### src/touch_qual_pkg.sv
// Purpose: Constants and carriers for the touch event qualifier
// Assumes: 250 MHz core clock, byte-wide register port
// Notes: Register offsets are byte addresses on the register port
package touch_qual_pkg;
  localparam int N_IN = 6;
  localparam int CLK_PERIOD_NS = 4;
  localparam int TICK_MS = 35;
  localparam int RECAL_MS = 600;
  localparam int TICK_CYCLES = TICK_MS * 1000000 / CLK_PERIOD_NS;
  localparam int RECAL_CYCLES = RECAL_MS * 1000000 / CLK_PERIOD_NS;
  localparam int TICK_W = 24;
  localparam int RECAL_W = 28;
  localparam int HOLD_W = 5;

  localparam logic [7:0] ADDR_MAIN = 8'h00;
  localparam logic [7:0] ADDR_GEN_STATUS = 8'h02;
  localparam logic [7:0] ADDR_TOUCH_STATUS = 8'h03;
  localparam logic [7:0] ADDR_REPEAT_CFG = 8'h22;
  localparam logic [7:0] ADDR_PRESS_CFG = 8'h23;
  localparam logic [7:0] ADDR_RECAL = 8'h26;
  localparam logic [7:0] ADDR_IRQ_EN = 8'h27;
  localparam logic [7:0] ADDR_AUTO_RPT = 8'h28;
  localparam logic [7:0] ADDR_MULTI_CFG = 8'h2a;
  localparam logic [7:0] ADDR_PAT_CFG = 8'h2b;
  localparam logic [7:0] ADDR_PAT_SEL = 8'h2d;

  localparam logic [7:0] RST_REPEAT_CFG = 8'h04;
  localparam logic [7:0] RST_PRESS_CFG = 8'h07;
  localparam logic [7:0] RST_RECAL = 8'h00;
  localparam logic [7:0] RST_IRQ_EN = 8'h3f;
  localparam logic [7:0] RST_AUTO_RPT = 8'h3f;
  localparam logic [7:0] RST_MULTI_CFG = 8'h80;
  localparam logic [7:0] RST_PAT_CFG = 8'h00;
  localparam logic [7:0] RST_PAT_SEL = 8'h3f;

  localparam int INT_BIT = 0;
  localparam int STAT_PAT_BIT = 1;
  localparam int STAT_SIMULTANEOUS_STATUS_BIT = 2;
  localparam int REL_SET_BIT = 4;
  localparam int CODE_LSB = 0;
  localparam int BLK_EN_BIT = 7;
  localparam int LIMIT_LSB = 2;
  localparam int PAT_EN_BIT = 7;
  localparam int PTH_LSB = 2;
  localparam int CMP_BIT = 1;
  localparam int ALERT_BIT = 0;

  typedef struct packed {
    logic wr;
    logic rd;
    logic [7:0] addr;
    logic [7:0] wdata;
  } reg_req_s;

  typedef struct packed {
    logic [N_IN-1:0][7:0] delta;
    logic [N_IN-1:0][6:0] thresh;
    logic [6:0] standby_thresh;
    logic standby;
    logic [N_IN-1:0] noise;
  } sense_s;
endpackage

### src/touch_event_qualifier.sv
// Purpose: Qualifies touch events: recalibration, interrupts, repeat,
//   simultaneous-touch blocking and pattern detection
// Assumes: sense inputs synchronous to clk; recal_done pulses on success
// Notes: alert_n is the active-low interrupt pin
`timescale 1ns/1ns
module touch_event_qualifier
  import touch_qual_pkg::*;
#(
  parameter int TICK_CYC = TICK_CYCLES,
  parameter int RECAL_CYC = RECAL_CYCLES
) (
  input wire logic clk,
  input wire logic rst,
  input wire reg_req_s req,
  input wire sense_s sense,
  input wire logic [N_IN-1:0] recal_done,
  output logic [7:0] reg_rdata,
  output logic alert_n,
  output logic [N_IN-1:0] recal_start
);

  function automatic logic [3:0] popcount(input logic [N_IN-1:0] v);
    logic [3:0] c;
    c = 4'h0;
    for (int i = 0; i < N_IN; i++) begin
      c = c + {3'h0, v[i]};
    end
    return c;
  endfunction

  // Kept inputs first, then new touches in scan order until limit reached
  function automatic logic [N_IN-1:0] fill_sel(input logic [N_IN-1:0] base,
      input logic [N_IN-1:0] raw, input logic [3:0] lim);
    logic [N_IN-1:0] s;
    logic [3:0] c;
    s = base;
    c = popcount(base);
    for (int i = 0; i < N_IN; i++) begin
      if (raw[i] && !s[i] && c < lim) begin
        s[i] = 1'b1;
        c = c + 4'h1;
      end
    end
    return s;
  endfunction

  function automatic logic [6:0] frac_thr(input logic [6:0] t,
      input logic [1:0] code);
    unique case (code)
      2'h0: return t >> 3;
      2'h1: return t >> 2;
      2'h2: return (t >> 2) + (t >> 3);
      2'h3: return t;
    endcase
  endfunction

  logic [7:0] repeat_cfg_reg, press_cfg_reg, irq_en_reg, auto_rpt_reg;
  logic [7:0] multi_cfg_reg, pat_cfg_reg, pat_sel_reg;
  logic [N_IN-1:0] recal_reg, recal_next;
  logic [N_IN-1:0] touch_stat_reg, touch_stat_next;
  logic int_reg, int_next, simultaneous_status_reg, simultaneous_status_next, pat_reg, pat_next;
  logic [N_IN-1:0] valid_reg, valid_next, qual_reg, qual_next;
  logic pat_cond_reg;
  logic [TICK_W-1:0] tick_cnt_reg;
  logic [7:0] rdata_next;
  logic [N_IN-1:0] start_next;

  wire wr_main = req.wr && req.addr == ADDR_MAIN;
  wire int_clear = wr_main && !req.wdata[INT_BIT];
  wire wr_recal = req.wr && req.addr == ADDR_RECAL;
  wire wr_repeat = req.wr && req.addr == ADDR_REPEAT_CFG;
  wire wr_press = req.wr && req.addr == ADDR_PRESS_CFG;
  wire wr_irq_en = req.wr && req.addr == ADDR_IRQ_EN;
  wire wr_auto_rpt = req.wr && req.addr == ADDR_AUTO_RPT;
  wire wr_multi = req.wr && req.addr == ADDR_MULTI_CFG;
  wire wr_pat_cfg = req.wr && req.addr == ADDR_PAT_CFG;
  wire wr_pat_sel = req.wr && req.addr == ADDR_PAT_SEL;
  wire tick = tick_cnt_reg == TICK_W'(TICK_CYC - 1);

  wire [3:0] rpt_code = repeat_cfg_reg[CODE_LSB +: 4];
  wire rel_setting = repeat_cfg_reg[REL_SET_BIT];
  wire [3:0] press_code = press_cfg_reg[CODE_LSB +: 4];
  wire blk_en = multi_cfg_reg[BLK_EN_BIT];
  wire [3:0] limit = {2'h0, multi_cfg_reg[LIMIT_LSB +: 2]} + 4'h1;
  wire pat_en = pat_cfg_reg[PAT_EN_BIT];
  wire [1:0] pth_code = pat_cfg_reg[PTH_LSB +: 2];
  wire cmp_pattern = pat_cfg_reg[CMP_BIT];
  wire pat_alert = pat_cfg_reg[ALERT_BIT];
  wire [N_IN-1:0] pat_sel = pat_sel_reg[N_IN-1:0];

  logic [N_IN-1:0] raw_touch, pat_hit, suppress, in_irq, spoil;

  genvar g;
  generate
    for (g = 0; g < N_IN; g++) begin : gen_in
      logic [RECAL_W-1:0] recal_tmr_reg;
      logic [HOLD_W-1:0] hold_reg, rep_reg;
      wire [6:0] base_thr = sense.standby ? sense.standby_thresh
                                          : sense.thresh[g];
      wire [6:0] pthr = frac_thr(base_thr, pth_code);
      wire over = sense.delta[g] > {1'b0, base_thr};
      wire onset = qual_next[g] && !qual_reg[g];
      wire release_ev = !qual_next[g] && qual_reg[g];
      wire is_hold = hold_reg > ({1'b0, press_code} + 5'h01);
      wire rep_due = rep_reg == ({1'b0, rpt_code} + 5'h01);
      wire rpt_ev = tick && rep_due && is_hold && auto_rpt_reg[g]
                    && qual_reg[g];
      // Release irq always without repeat; setting low enables it with repeat
      wire rel_ok = !auto_rpt_reg[g] || !rel_setting;
      assign suppress[g] = recal_reg[g]
                           && recal_tmr_reg < RECAL_W'(RECAL_CYC);
      assign raw_touch[g] = over && !suppress[g];
      assign spoil[g] = suppress[g] && over;
      assign pat_hit[g] = sense.delta[g] > {1'b0, pthr} || sense.noise[g];
      assign in_irq[g] = irq_en_reg[g]
                         && (onset || (release_ev && rel_ok) || rpt_ev);
      always_ff @(posedge clk) begin
        if (rst || onset) begin
          hold_reg <= '0;
          rep_reg <= '0;
        end else if (tick && qual_reg[g]) begin
          if (hold_reg != '1) begin
            hold_reg <= hold_reg + 5'h01;
          end
          rep_reg <= rep_due ? 5'h01 : rep_reg + 5'h01;
        end
      end
      always_ff @(posedge clk) begin
        if (rst || start_next[g]) begin
          recal_tmr_reg <= '0;
        end else if (suppress[g]) begin
          recal_tmr_reg <= recal_tmr_reg + 28'h1;
        end
      end
    end
  endgenerate

  // Pattern match; an empty selection matches trivially in pattern mode
  wire pat_match = cmp_pattern ? ((pat_hit & pat_sel) == pat_sel)
                   : popcount(pat_hit) >= popcount(pat_sel);
  wire pat_cond = pat_en && pat_match;
  wire pat_rise = pat_cond && !pat_cond_reg;
  wire [N_IN-1:0] flag_rel = valid_reg & ~raw_touch;

  always_comb begin
    if (!blk_en) begin
      valid_next = raw_touch;
    end else if (|flag_rel) begin
      valid_next = fill_sel('0, raw_touch, limit);
    end else begin
      valid_next = fill_sel(valid_reg & raw_touch, raw_touch, limit);
    end
  end

  // Pattern condition blocks every touch for as long as it holds
  assign qual_next = pat_cond ? '0 : valid_next;

  // Set wins over a clear in the same cycle for all sticky bits
  assign touch_stat_next = (touch_stat_reg & ~{N_IN{int_clear}})
                           | (qual_next & ~qual_reg);
  assign simultaneous_status_next = (simultaneous_status_reg && !int_clear)
                     || (blk_en && popcount(raw_touch) > limit);
  assign pat_next = (pat_reg && !(int_clear && !pat_cond))
                    || pat_cond;
  assign int_next = (int_reg && !int_clear) || (|in_irq)
                    || (pat_rise && pat_alert);

  wire [N_IN-1:0] recal_wset = wr_recal ? req.wdata[N_IN-1:0] : '0;
  // A press during recalibration spoils it, so it is launched again
  assign start_next = (recal_wset & ~recal_reg)
                      | (recal_reg & spoil);
  assign recal_next = (recal_reg & ~recal_done) | recal_wset;

  always_comb begin
    unique case (req.addr)
      ADDR_MAIN: rdata_next = {7'h00, int_reg};
      ADDR_GEN_STATUS: rdata_next = {5'h00, simultaneous_status_reg, pat_reg, 1'b0};
      ADDR_TOUCH_STATUS: rdata_next = {2'h0, touch_stat_reg};
      ADDR_REPEAT_CFG: rdata_next = repeat_cfg_reg;
      ADDR_PRESS_CFG: rdata_next = press_cfg_reg;
      ADDR_RECAL: rdata_next = {2'h0, recal_reg};
      ADDR_IRQ_EN: rdata_next = irq_en_reg;
      ADDR_AUTO_RPT: rdata_next = auto_rpt_reg;
      ADDR_MULTI_CFG: rdata_next = multi_cfg_reg;
      ADDR_PAT_CFG: rdata_next = pat_cfg_reg;
      ADDR_PAT_SEL: rdata_next = pat_sel_reg;
      default: rdata_next = 8'h00;
    endcase
  end

  // Reserved bits are masked on write so they always read zero
  always_ff @(posedge clk) begin
    if (rst) begin
      repeat_cfg_reg <= RST_REPEAT_CFG;
    end else if (wr_repeat) begin
      repeat_cfg_reg <= req.wdata & 8'h1f;
    end
  end

  always_ff @(posedge clk) begin
    if (rst) begin
      press_cfg_reg <= RST_PRESS_CFG;
    end else if (wr_press) begin
      press_cfg_reg <= req.wdata & 8'h0f;
    end
  end

  always_ff @(posedge clk) begin
    if (rst) begin
      irq_en_reg <= RST_IRQ_EN;
    end else if (wr_irq_en) begin
      irq_en_reg <= req.wdata & 8'h3f;
    end
  end

  always_ff @(posedge clk) begin
    if (rst) begin
      auto_rpt_reg <= RST_AUTO_RPT;
    end else if (wr_auto_rpt) begin
      auto_rpt_reg <= req.wdata & 8'h3f;
    end
  end

  always_ff @(posedge clk) begin
    if (rst) begin
      multi_cfg_reg <= RST_MULTI_CFG;
    end else if (wr_multi) begin
      multi_cfg_reg <= req.wdata & 8'h8c;
    end
  end

  always_ff @(posedge clk) begin
    if (rst) begin
      pat_cfg_reg <= RST_PAT_CFG;
    end else if (wr_pat_cfg) begin
      pat_cfg_reg <= req.wdata & 8'h8f;
    end
  end

  always_ff @(posedge clk) begin
    if (rst) begin
      pat_sel_reg <= RST_PAT_SEL;
    end else if (wr_pat_sel) begin
      pat_sel_reg <= req.wdata & 8'h3f;
    end
  end

  always_ff @(posedge clk) begin
    if (rst) begin
      recal_reg <= '0;
      recal_start <= '0;
    end else begin
      recal_reg <= recal_next;
      recal_start <= start_next;
    end
  end

  // Pin follows the main bit exactly, so both share int_next
  always_ff @(posedge clk) begin
    if (rst) begin
      touch_stat_reg <= '0;
      int_reg <= 1'b0;
      alert_n <= 1'b1;
      simultaneous_status_reg <= 1'b0;
      pat_reg <= 1'b0;
    end else begin
      touch_stat_reg <= touch_stat_next;
      int_reg <= int_next;
      alert_n <= !int_next;
      simultaneous_status_reg <= simultaneous_status_next;
      pat_reg <= pat_next;
    end
  end

  always_ff @(posedge clk) begin
    if (rst) begin
      valid_reg <= '0;
      qual_reg <= '0;
      pat_cond_reg <= 1'b0;
    end else begin
      valid_reg <= valid_next;
      qual_reg <= qual_next;
      pat_cond_reg <= pat_cond;
    end
  end

  // One shared tick keeps every input's hold and repeat timing in phase
  always_ff @(posedge clk) begin
    if (rst) begin
      tick_cnt_reg <= '0;
      reg_rdata <= 8'h00;
    end else begin
      tick_cnt_reg <= tick ? '0 : tick_cnt_reg + 24'h1;
      if (req.rd) begin
        reg_rdata <= rdata_next;
      end
    end
  end

endmodule

### config.mk
export PLATFORM = sky130hd
export DESIGN_NAME = touch_event_qualifier
export DESIGN_NICKNAME = d
export VERILOG_FILES = /design/src/touch_qual_pkg.sv /design/src/touch_event_qualifier.sv
export SDC_FILE = /design/constraint.sdc
export NUM_CORES = 1
export LEC_CHECK = 0
export ABC_CLOCK_PERIOD_IN_PS = 12800
export BUFFER_PORTS_ARGS = -buffer_cell sky130_fd_sc_hd__buf_4
export CAP_MARGIN = 25
export CORE_MARGIN = 5
export CORE_UTILIZATION = 35
export CTS_CLUSTER_SIZE = 8
export DETAILED_ROUTE_END_ITERATION = 6
export PLACE_DENSITY_LB_ADDON = 0.08
export SLEW_MARGIN = 0
export SYNTH_ARGS = -nofsm -noshare
export SYNTH_HDL_FRONTEND = slang
export SYNTH_SLANG_ARGS = --single-unit
### constraint.sdc
create_clock -name clk -period 12.8 [get_ports clk]
set_input_delay 1.92 -clock clk [delete_from_list [all_inputs] [get_ports clk]]
set_output_delay 1.92 -clock clk [all_outputs]
set_load 0.01 [all_outputs]
# Word level (Yosys, flattened, before mapping)
# Cells that the tools add are included.
[word_totals] latchBits=0 mem_bits_ro=0 in_bits=130 mem_bits_rw=0 n_memories=0 output_inout_bits=15 wordCells=437 ff_bits=330
[op_classes] n_shift=0 add_sub_neg=57 n_mux=66 n_bitwise=16 n_eq_ne=27 n_div=0 n_reduce_logical=196 n_mul=0 n_lt_le_gt_ge=38
[ops] operator="$add 28x1->28 const B" count=6
[ops] operator="$lt 28x28->1 const B" count=6
[ops] operator="$pmux 7 s4" count=6
[ops] operator="$mux 4" count=29
[ops] operator="$logic_and 1x1->1" count=108
[ops] operator="$gt 8x7->1" count=12
[ops] operator="$pmux 8 s11" count=1
[ops] operator="$eq 8x6->1 const B" count=8
[ops] operator="$add 5x1->5 const B" count=12
[ops] operator="$and 6x6->6" count=8
[ops] operator="$lt 4x3->1" count=11
[ops] operator="$mux 7" count=6
[ops] operator="$logic_or 1x1->1" count=40
[ops] operator="$logic_not 1->1" count=37
[ops] operator="$add 4x1->4 const B" count=9
[ops] operator="$add 5x4->6" count=6
[ops] operator="$add 4x1->4" count=8
[ops] operator="$eq 5x5->1" count=6
[ops] operator="$gt 5x5->1" count=6
[ops] operator="$mux 5" count=6
[ops] operator="$ne 5x5->1 const B" count=6
[ops] operator="$not 6->6" count=5
[ops] operator="$add 24x1->24 const B" count=1
[ops] operator="$eq 24x24->1 const B" count=1
[ops] operator="20 further kinds" count=56

# Longest topological paths before layout
# Gate-level depths: netlist of run 1.
[logic_depth] depth_word=51 depth_mapped=62 mapped_depth_nobuf=58

# Worst setup path after synthesis of run 1
# OpenSTA, ideal clock, no wires.
[synth_path] path_type="input -> register" from="input sense[6] in the netlist's numbering" to="register int_reg" arrival_time_ps=13477 required_ps=12678 n_path_buf=3 cell_stages=55 path_slack_ps=-799 setup_ps=122 cell_sequence="clkinv_1 -> clkbuf_1 -> a21oi_1 -> ha_1 -> a21o_1 -> a211oi_1 -> and3_1 -> nor3_4 -> buf_6 -> and2_1 -> fa_1 -> inv_1 -> fa_1 -> inv_1 -> ha_1 -> inv_1 -> fa_1 -> inv_1 -> [19 not listed] -> and3_1 -> a21o_1 -> a31oi_2 -> nor2_1 -> nand2_1 -> xnor2_1 -> ha_1 -> a21oi_1 -> o311ai_1 -> nor2_1 -> mux2_2 -> ha_1 -> o21ai_0 -> nor3_1 -> a2111oi_0 -> a31o_1 -> o31ai_1 -> o311a_1"
[synth_between] elab_chain_cells=49 elab_cells_between_ends=197 classes_between="25 x add/sub; 24 x order compare; 1 x eq/ne; 58 x mux; 4 x bitwise; 85 x reduce/logical"
[synth_lines] item="start, declared" line="touch_event_qualifier.sv:15" rtl="input wire sense_s sense,"
[synth_lines] item="$mux 7" line="touch_event_qualifier.sv:98" rtl="wire [6:0] base_thr = sense.standby ? sense.standby_thresh"
[synth_lines] item="$gt 8x7->1" line="touch_event_qualifier.sv:101" rtl="wire over = sense.delta[g] > {1'b0, base_thr};"
[synth_lines] item="$logic_and 1x1->1" line="touch_event_qualifier.sv:112" rtl="assign raw_touch[g] = over && !suppress[g];"
[synth_lines] item="$and 6x6->6" line="touch_event_qualifier.sv:151" rtl="valid_next = fill_sel(valid_reg & raw_touch, raw_touch, limit);"
[synth_lines] item="$add 1x1->2" line="touch_event_qualifier.sv:26" rtl="c = c + {3'h0, v[i]};"
[synth_lines] item="$add 2x1->3" line="touch_event_qualifier.sv:26"
[synth_lines] item="$add 3x1->4" line="touch_event_qualifier.sv:26"
[synth_lines] item="$add 4x1->4 (2 in series)" line="touch_event_qualifier.sv:26"
[synth_lines] item="[31 not listed]"
[synth_lines] item="$logic_not 1->1" line="touch_event_qualifier.sv:103" rtl="wire release_ev = !qual_next[g] && qual_reg[g];"
[synth_lines] item="$logic_and 1x1->1" line="touch_event_qualifier.sv:103"
[synth_lines] item="$logic_and 1x1->1" line="touch_event_qualifier.sv:116" rtl="&& (onset || (release_ev && rel_ok) || rpt_ev);"
[synth_lines] item="$logic_or 1x1->1 (2 in series)" line="touch_event_qualifier.sv:116"
[synth_lines] item="$logic_and 1x1->1" line="touch_event_qualifier.sv:116"
[synth_lines] item="$reduce_or 6->1" line="touch_event_qualifier.sv:165" rtl="assign int_next = (int_reg && !int_clear) || (|in_irq)"
[synth_lines] item="$logic_or 1x1->1" line="touch_event_qualifier.sv:165"
[synth_lines] item="$logic_or 1x1->1 (*)" line="touch_event_qualifier.sv:166" rtl="|| (pat_rise && pat_alert);"
[synth_lines] item="end signal, assigned" line="touch_event_qualifier.sv:268" rtl="int_reg <= int_next;"
[synth_lines] item="end, declared" line="touch_event_qualifier.sv:61" rtl="logic int_reg, int_next, simultaneous_status_reg, simultaneous_status_next, pat_reg, pat_next;"
# Every way passes the cells marked *; elsewhere a longest branch is shown, timed or not. The select of a mux whose other input is x is not followed.
# A chain may end at the register's enable or synchronous reset.

# Worst setup path after layout of run 1
# Ends and elaborated chain as after synthesis.

==> results of run 1 <==
## area by class of cell
class	instances	area (um2)	share of cell area, %
Clock buffer	51	1230	4.73
Sequential cell	329	6590	25.3
Tap cell	837	1050	4.02
Antenna cell	1	2.50	0.00960
Clock inverter	5	37.5	0.144
Inverter	129	488	1.87
Multi-Input combinational cell	2133	14800	56.6
Timing Repair Buffer	250	1920	7.35
## cells in the final DEF, fill, tap and decap left out, types with 24 or more instances in the layout
| cell | Yosys | routed |
|---|---|---|
| xor2_1 | 144 | 144 |
| mux2i_1 | 29 | 28 |
| inv_1 | 125 | 124 |
| mux4_2 | 24 | 24 |
| a21oi_1 | 168 | 156 |
| dfxtp_1 | 329 | 327 |
| o21ai_0 | 101 | 93 |
| nand2b_1 | 29 | 29 |
| clkbuf_16 | 0 | 49 |
| nand3_1 | 162 | 162 |
| nor2_1 | 363 | 359 |
| buf_4 | 1 | 247 |
| nand4_1 | 54 | 54 |
| xnor2_1 | 101 | 99 |
| o21a_1 | 29 | 29 |
| nor2b_1 | 35 | 35 |
| nand2_1 | 252 | 252 |
| or3_1 | 26 | 26 |
| nor3_1 | 48 | 46 |
| and3_1 | 47 | 46 |
| ha_1 | 210 | 206 |
## cell families after synthesis
family / after synthesis / synth area share [%]
other cells: 1 / 0.0171
simple gates: 1125 / 24.5
mux: 62 / 4.24
compound gates: 468 / 13.8
flops: 329 / 30.0
xor+xnor: 249 / 10.1
buf+inv: 215 / 3.78
fa+ha+maj: 228 / 13.6
## worst max-delay path: cells and delay by family
kind                     cells  cell delay (ns)
AO/OA/AOI/OAI               15             3.09
XOR/XNOR                     2             0.23
adder cells (fa/ha/maj)     11             3.35
buffers and inverters        9             0.95
multiplexers                 4             1.16
AND/OR/NAND/NOR             13             1.95
## power groups by stage
| stage | sequential [mW] | combinational (mW) | clock (mW) |
|---|---|---|---|
| after floorplan | 1.10 | 2.25 | 0 |
| after global placement | 1.11 | 3.33 | 0 |
| after detailed placement | 1.11 | 3.43 | 0 |
| after CTS | 1.09 | 3.44 | 1.17 |
| after global routing | 1.09 | 3.97 | 1.20 |
| final | 1.09 | 3.62 | 1.12 |
## worst paths after layout
path | start | endpoint | cells past startpoint
setup reg to reg | gen_in[1].recal_tmr_reg[16]$_SDFFE_PP0P_ | int_reg$_SDFF_PP0_ | 50
hold reg to reg | tick_cnt_reg[0]$_SDFF_PP0_ | tick_cnt_reg[0]$_SDFF_PP0_ | 1
hold / removal | tick_cnt_reg[0]$_SDFF_PP0_ | tick_cnt_reg[0]$_SDFF_PP0_ | 1
setup / recovery | sense[6] | int_reg$_SDFF_PP0_ | 54
## through the flow
stage | instances | utilization [%]
final | 3735 | 42.1
after global routing | 3735 | 42.1
after CTS | 3727 | 41.8
after detailed placement | 3671 | 39.7
after global placement | 3671 | 39.7
after floorplan | 2677 | -
## per-layer routing
metal  track usage, %  up-vias
li1                 -     9864
met1             24.4     9259
met2             31.3      331
met3             2.70       99
met4             4.75        2
met5                0        -
## repair_timing
| action | 4_1_cts | 5_1_grt |
|---|---|---|
| resized for setup | 0 | 42 |
| setup endpoints to repair | 0 | 15 |
| hold buffers | 0 | 0 |
| buffers inserted | 0 | 5 |
==> impl_metrics.py, run 1 <==
metrics = {
    "sta": {
        "fin_skew_ns": 0.0261,
        "tns_ns": 0,
        "post-route-period-util_pct": 95.0,
        "period_minus_slack_ns": 12.16,
        "final-setup-viol-count": 0,
        "clock.fmax_ghz": 0.0822,
        "finalMaxSlewViolations": 0,
        "rsz0062_at_grt": "false",
        "finalWorstSetupSlack_ns": 0.637,
        "tightest_slew_ns": 1.04,
        "hold_viol": 0,
        "hold-worst-slack_ns": 0.448,
        "maxSlewHeadroom_pct": 30.0,
    },
    "worst_setup_path": {
        "cpMostUsedCell": "ha_1",
        "slowest_delay_ns": 0.54,
        "end_kind": "flop",
        "timing.setup.critical_path_class": "primary input to flop",
        "critPathRequiredTime_ns": 13.26,
        "timing.critical_path.from_type": "primary input",
        "reg2reg_slack_ns": 1.95,
        "worst-path-max-fanout": 20,
        "slowest_stage": "fa_1",
        "cp.arrival_ns": 12.63,
    },
    "clocking": {
        "clk_latency_ns": 0.58,
        "cts_tree": "yes",
        "numCtsBuffers": 48,
        "clock_sinks": 329,
        "clk_pin_slew_ns": 0.05,
        "cts_max_level": 2,
        "root_buffer": "clkbuf_16",
        "cts_max_path_buffers": 3,
    },
    "power_and_ir_drop": {
        "p_per_area_nw_per_um2": 224,
        "comb_power_share_pct": 62.0,
        "p_switching_mw": 2.34,
        "p_total_mw": 5.83,
        "clkPwrFrac_pct": 19.2,
        "p_seq_share_pct": 18.7,
        "intPower_mw": 3.49,
        "p_leak_nw": 10.5,
        "ir_worst_vdd_v": 0.000412,
        "sw_frac_of_total_pct": 40.1,
    },
    "worst_hold_path": {
        "hold_path.class": "flop to flop",
    },
    "floorplanning": {
        "num_rows": 91,
        "die_y_um": 261,
        "start_util_pct": 35.5,
        "chipWidth_um": 261,
        "dieArea_um2": 67900,
        "core_area_um2": 61900,
        "num_io_pins": 145,
    },
    "placed_design": {
        "place_hpwl_um": 48800,
        "port-buffer-count": 142,
        "dpl_worst_slack_ns": -0.428,
        "gp_congestion": 0.846,
        "placed_area_um2": 24600,
    },
    "synth": {
        "syn-cell-area_um2": 22000,
        "yosys-top-cells-area": "dfxtp_1 (30%), ha_1 (12%), nor2_1 (6.2%)",
        "synthFlopType": "dfxtp_1",
        "synth_top_cell_by_area": "dfxtp_1",
        "synthTopCellsByCount": "nor2_1 (363), dfxtp_1 (329), nand2_1 (252)",
        "synth.distinct_cells": 102,
        "syn_avg_cell_area_um2": 8.20,
        "yosysMostFrequentCell": "nor2_1",
        "synth_top_area_share_pct": 30.0,
        "synth_edf_count": 0,
        "async_reset_ff_share_pct": 0,
        "yosysWarnings": 0,
        "synthCells": 2677,
        "syn-num-nets": 3035,
        "seq_area_frac_synth_pct": 30.0,
        "ys_ff_latch": 329,
    },
    "layout": {
        "nNetsFinal": 3249,
        "largest_reg_flops": 168,
        "final_area_um2": 26100,
        "drive_gt1_share_pct": 14.5,
        "areaGrowthSynthToFinish_pct": 18.7,
        "fill_cells": 6388,
    },
    "global_routing": {
        "antenna_found_initial": 2,
        "grt_pass1_vias": 19300,
        "grt_usage_pct": 18.3,
        "grt_start_max_net_pins": 51,
        "globalRouteOverflowTotal": 0,
        "grt_first_pass_wirelength_um": 102000,
    },
    "route": {
        "drt-vias-per-instance": 5.24,
        "wl_met2_um": 30100,
        "routed_wl_um": 63400,
        "num_vias": 19600,
        "antenna_left": 0,
        "wl_met1_um": 29300,
        "dr.pass1.iters": 5,
        "routedWlPerCell_um": 17.0,
        "drcViolationCount": 0,
        "drt_iter0_markers": 1120,
        "wl_met3_um": 2500,
        "top_layer_used": "met5",
    },
    "job": {
        "drv.max_cap_violation_count": 0,
    },
    "status": {
        "run_status": "finished clean",
    },
}
(Power assumes the default switching activity.)
==> run 2: changes to the inputs <==
Settings changed: CORE_UTILIZATION 35 to 50, PLACE_DENSITY set to 0.74, PLACE_DENSITY_LB_ADDON 0.08 to unset.
==> run 2 against run 1 <==
First-iteration DRC count grew 29%. Cell area shrank 1.5%. Sequential share of layout area grew 0.39 points. Sequential cell count is the same. Critical path depth grew 2. Hold slack gained 0.017 ns.
==> impl_metrics.py, run 2 (synthesis results as in run 1) <==
metrics = {
    "status": {
        "run_status": "finished clean",
    },
    "layout": {
        "final_common_cell": "nor2_1",
        "largest_reg_flops": 168,
        "nNetsFinal": 3240,
        "fin_util_pct": 59.3,
        "final_cell_mix": "nor2_1 (360), dfxtp_1 (328), nand2_1 (252)",
        "drive_gt1_share_pct": 14.0,
        "areaGrowthSynthToFinish_pct": 16.9,
    },
    "power_and_ir_drop": {
        "p_leak_nw": 10.5,
        "p_per_area_nw_per_um2": 229,
        "ir_worst_vdd_v": 0.000491,
        "p_total_mw": 5.88,
    },
    "sta": {
        "finalWorstSetupSlack_ns": 0.412,
        "clock.fmax_ghz": 0.0807,
        "final-setup-viol-count": 0,
        "hold_viol": 0,
        "fin_skew_ns": 0.0553,
        "post-route-period-util_pct": 96.8,
        "tightest_slew_ns": 1.08,
        "period_minus_slack_ns": 12.39,
        "finalMaxSlewViolations": 0,
        "maxSlewHeadroom_pct": 27.6,
    },
    "clocking": {
        "clk_latency_ns": 0.59,
        "cts_max_path_buffers": 3,
        "cts_max_level": 2,
        "cts_tree": "yes",
        "cts_hold_buf": 0,
        "numCtsBuffers": 47,
        "root_buffer": "clkbuf_16",
        "clk_pin_slew_ns": 0.05,
        "clock_sinks": 329,
    },
    "global_routing": {
        "grt_start_max_net_pins": 55,
        "grt_usage_pct": 24.0,
        "grt_pass1_vias": 19800,
        "globalRouteOverflowTotal": 0,
        "antenna_found_initial": 1,
        "grt_first_pass_wirelength_um": 96600,
    },
    "floorplanning": {
        "dieArea_um2": 48200,
        "start_util_pct": 50.8,
        "core_area_um2": 43300,
        "chipWidth_um": 220,
        "die_y_um": 220,
        "num_rows": 76,
        "num_io_pins": 145,
    },
    "worst_hold_path": {
        "whs_path_depth": 2,
        "hold_path.class": "flop to flop",
        "whs_endpoint": "gen_in[3].recal_tmr_reg[27]$_SDFFE_PP0P_",
        "hp-start": "gen_in[3].recal_tmr_reg[27]$_SDFFE_PP0P_",
    },
    "worst_setup_path": {
        "cpMostUsedCell": "ha_1",
        "r2r.worst_path.cells": 51,
        "r2r-start": "gen_in[1].recal_tmr_reg[16]$_SDFFE_PP0P_",
        "reg2reg_slack_ns": 1.73,
        "timing.setup.critical_path_class": "primary input to flop",
        "cp.arrival_ns": 12.82,
        "slowest_stage": "fa_2",
        "worst-path-max-fanout": 19,
        "slowest_delay_ns": 0.53,
        "end_kind": "flop",
        "rr_endpoint": "gen_in[5].rep_reg[3]$_SDFFE_PP0P_",
        "timing.critical_path.from_type": "primary input",
        "critPathRequiredTime_ns": 13.23,
    },
    "job": {
        "drv.max_cap_violation_count": 0,
    },
    "route": {
        "routedWlPerCell_um": 17.0,
        "num_vias": 20300,
        "drt-vias-per-instance": 5.84,
        "routed_wl_um": 58900,
        "antenna_left": 0,
        "drcViolationCount": 0,
        "dr.pass1.iters": 7,
        "drt_iter0_markers": 1448,
    },
    "placed_design": {
        "gp_congestion": 0.971,
        "place_hpwl_um": 45000,
        "port-buffer-count": 142,
        "dpl_worst_slack_ns": -0.215,
    },
}
## run 2: what timing repair did
item,4_1_cts,5_1_grt
gates resized for setup,0,30
setup buffers,0,6
setup endpoints to repair,0,15
## run 2: final cells by class
| class | instances | area, um2 |
|---|---|---|
| Sequential cell | 329 | 6590 |
| Clock buffer | 48 | 1200 |
| Clock inverter | 4 | 81.3 |
| Tap cell | 585 | 732 |
| Fill cell | 3705 | 17600 |
| Inverter | 129 | 488 |
| Antenna cell | 1 | 2.50 |
| Timing Repair Buffer | 242 | 1840 |
| Multi-Input combinational cell | 2133 | 14700 |
## run 2: routing by layer
metal | wire [um] | up-vias | GRT usage (%)
li1 | - | 9828 | -
met1 | 25900 | 9683 | 32.1
met2 | 27800 | 640 | 40.2
met3 | 3680 | 121 | 3.52
met4 | 1580 | 0 | 7.39
met5 | 0 | - | 0
## run 2: critical path: cells and delay by family
family / cells / cell delay, ns
xor+xnor: 2 / 0.29
mux: 4 / 1.14
simple gates: 14 / 2.09
buf+inv: 7 / 0.75
compound gates: 19 / 3.54
fa+ha+maj: 10 / 3.06
## run 2: stage by stage
step	setup TNS (ns)	hold slack (ns)	instance area, um2	cells
after floorplan	0	0.418	22000	2677
after global placement	-0.00465	0.425	24200	3409
after detailed placement	-2.28	0.454	24200	3410
after CTS	0	0.463	25500	3462
after global routing	-1.99	0.473	25700	3470
final	0	0.465	25700	3471
## run 2: power by group
part	leakage [nW]	internal [mW]	switching, mW
clock	0.628	0.678	0.437
sequential	2.66	1.06	0.0295
combinational	7.18	1.79	1.89
total	10.5	3.53	2.35
## run 2: worst max-delay path by stage
| stage | from | to |
|---|---|---|
| 5_1_grt | sense[6] | int_reg$_SDFF_PP0_ |
| 3_5_place_dp | sense[6] | int_reg$_SDFF_PP0_ |
| 4_1_cts | sense[6] | gen_in[5].rep_reg[3]$_SDFFE_PP0P_ |
| 3_3_place_gp | sense[6] | int_reg$_SDFF_PP0_ |
| 2_1_floorplan | sense[12] | int_reg$_SDFF_PP0_ |
| 6_report | sense[6] | gen_in[5].rep_reg[3]$_SDFFE_PP0P_ |
==> run 3: changes to the inputs <==
Settings changed: CORE_UTILIZATION 50 to 56, GPL_TIMING_DRIVEN set to 1, PLACE_DENSITY 0.74 to 0.82.
==> run 3 against run 2 <==
First-iteration DRC count up 10%. Clock power is essentially flat. Hold slack worse by 0.0029 ns. Maximum frequency rose by 0.81%. Clock skew shrank 0.016 ns. Core utilization increased by 6.5 points. Largest cell class unchanged.
==> impl_metrics.py, run 3 (synthesis results as in run 1) <==
metrics = {
    "status": {
        "run_status": "finished clean",
    },
    "route": {
        "drcViolationCount": 0,
        "routedWlPerCell_um": 17.7,
        "drt_iter0_markers": 1599,
        "dr.pass1.iters": 6,
        "antenna_left": 0,
        "drt-vias-per-instance": 6.04,
        "num_vias": 20500,
        "routed_wl_um": 60000,
    },
    "worst_hold_path": {
        "hold_path.class": "flop to flop",
        "hp-start": "pat_cfg_reg[2]$_SDFFE_PP0P_",
        "whs_endpoint": "pat_cfg_reg[2]$_SDFFE_PP0P_",
        "whs_path_depth": 2,
    },
    "worst_setup_path": {
        "reg2reg_slack_ns": 1.83,
        "slowest_delay_ns": 0.52,
        "cp.depth": 55,
        "critPathBufInv": 7,
        "rr_endpoint": "int_reg$_SDFF_PP0_",
        "worst-path-max-fanout": 16,
        "critPathRequiredTime_ns": 13.27,
        "cp.arrival_ns": 12.76,
        "timing.critical_path.from_type": "primary input",
        "slowest_stage": "fa_1",
        "path_delay_family": "compound AO/OA/AOI/OAI gates",
        "timing.setup.critical_path_class": "primary input to flop",
        "cpMostUsedCell": "ha_1",
        "end_kind": "flop",
        "r2r.worst_path.cells": 52,
        "r2r-start": "gen_in[1].recal_tmr_reg[16]$_SDFFE_PP0P_",
    },
    "layout": {
        "final_common_cell": "nor2_1",
        "largest_reg_flops": 168,
        "areaGrowthSynthToFinish_pct": 16.1,
        "nNetsFinal": 3231,
        "final_cell_mix": "nor2_1 (358), dfxtp_1 (328), nand2_1 (252)",
        "drive_gt1_share_pct": 13.7,
    },
    "placed_design": {
        "gp_congestion": 0.923,
        "place_hpwl_um": 45100,
        "dpl_worst_slack_ns": -0.380,
        "port-buffer-count": 142,
    },
    "floorplanning": {
        "die_y_um": 208,
        "chipWidth_um": 208,
        "dieArea_um2": 43300,
        "core_area_um2": 38700,
        "num_io_pins": 145,
        "num_rows": 72,
        "start_util_pct": 56.7,
    },
    "sta": {
        "post-route-period-util_pct": 96.0,
        "maxSlewHeadroom_pct": 31.9,
        "period_minus_slack_ns": 12.29,
        "hold_viol": 0,
        "tns_ns": 0,
        "tightest_slew_ns": 1.02,
        "hold-worst-slack_ns": 0.462,
        "fin_skew_ns": 0.0391,
        "finalMaxSlewViolations": 0,
        "final-setup-viol-count": 0,
        "finalWorstSetupSlack_ns": 0.512,
        "clock.fmax_ghz": 0.0814,
    },
    "power_and_ir_drop": {
        "ir_worst_vdd_v": 0.000571,
        "p_leak_nw": 10.4,
        "p_per_area_nw_per_um2": 227,
    },
    "clocking": {
        "numCtsBuffers": 47,
        "cts_max_path_buffers": 3,
        "clk_latency_ns": 0.60,
        "root_buffer": "clkbuf_16",
        "clock_sinks": 329,
        "cts_tree": "yes",
        "cts_max_level": 2,
        "cts_hold_buf": 0,
        "clk_pin_slew_ns": 0.05,
    },
    "global_routing": {
        "antenna_found_initial": 3,
        "grt_pass1_vias": 20400,
        "grt_first_pass_wirelength_um": 97600,
        "grt_start_max_net_pins": 56,
        "grt_usage_pct": 26.4,
        "globalRouteOverflowTotal": 0,
    },
    "job": {
        "drv.max_cap_violation_count": 0,
    },
}
-- run 3: cell count changes in the layout (fill, tap and decap cells not counted), moves of 2 or more --
cell,delta
nor2_2,+2
nor2_1,-2
diode_2,+2
buf_6,+2
buf_4,-8
-- run 3: repair_timing --
| action | CTS | global route |
|---|---|---|
| gates resized for setup | 0 | 38 |
| setup buffers | 0 | 5 |
| setup endpoints to repair | 0 | 15 |
| endpoints found under the hold margin | 0 | 0 |
-- run 3: worst max path at each step --
stage / startpoint / endpoint / slack, ns
after detailed placement: sense[6] / int_reg$_SDFF_PP0_ / -0.38
final: sense[6] / int_reg$_SDFF_PP0_ / 0.51
after global placement: sense[6] / int_reg$_SDFF_PP0_ / 0.01
after CTS: sense[6] / int_reg$_SDFF_PP0_ / 0.18
after global routing: sense[6] / int_reg$_SDFF_PP0_ / -0.16
after floorplan: sense[12] / int_reg$_SDFF_PP0_ / 0.03
-- run 3: final cells by class --
type / count / area [um2]
Antenna cell: 3 / 7.51
Clock buffer: 49 / 1200
Clock inverter: 3 / 58.8
Fill cell: 3170 / 13200
Inverter: 129 / 498
Multi-Input combinational cell: 2133 / 14700
Sequential cell: 329 / 6590
Tap cell: 518 / 648
Timing Repair Buffer: 233 / 1760
-- run 3: per-stage QoR --
step                utilization [%]  area (um2)  cells  power, mW
finish                         65.8       25500   3397       5.78
global route                   65.8       25500   3397       6.16
CTS                            65.4       25300   3388       5.55
detailed placement             62.1       24100   3336       4.43
global placement               62.1       24100   3335       4.28
floorplan                         -       22000   2677       3.35
-- run 3: worst register-to-register path, delay by kind of cell, from the launching register on --
family / cells / cell delay (ns)
AOI/OAI and AO/OA: 18 / 3.37
xor gates and xnor gates: 2 / 0.30
adders and majority gates: 10 / 2.97
buffers and inverters: 4 / 0.27
DFF: 1 / 0.33
muxes: 4 / 1.14
and+or+nand+nor: 14 / 2.53
-- run 3: routing by layer --
| metal | vias to the layer above | global-route usage [%] | share of wire [%] |
|---|---|---|---|
| li1 | 9813 | - | - |
| met1 | 9775 | 32.6 | 41 |
| met2 | 748 | 45.7 | 48 |
| met3 | 194 | 4.43 | 7.2 |
| met4 | 0 | 11.6 | 4.2 |
| met5 | - | 0 | 0 |
-- run 3: where the power goes --
group | internal [mW] | switching, mW
logic | 1.72 | 1.86
clock network | 0.660 | 0.444
registers | 1.06 | 0.0294
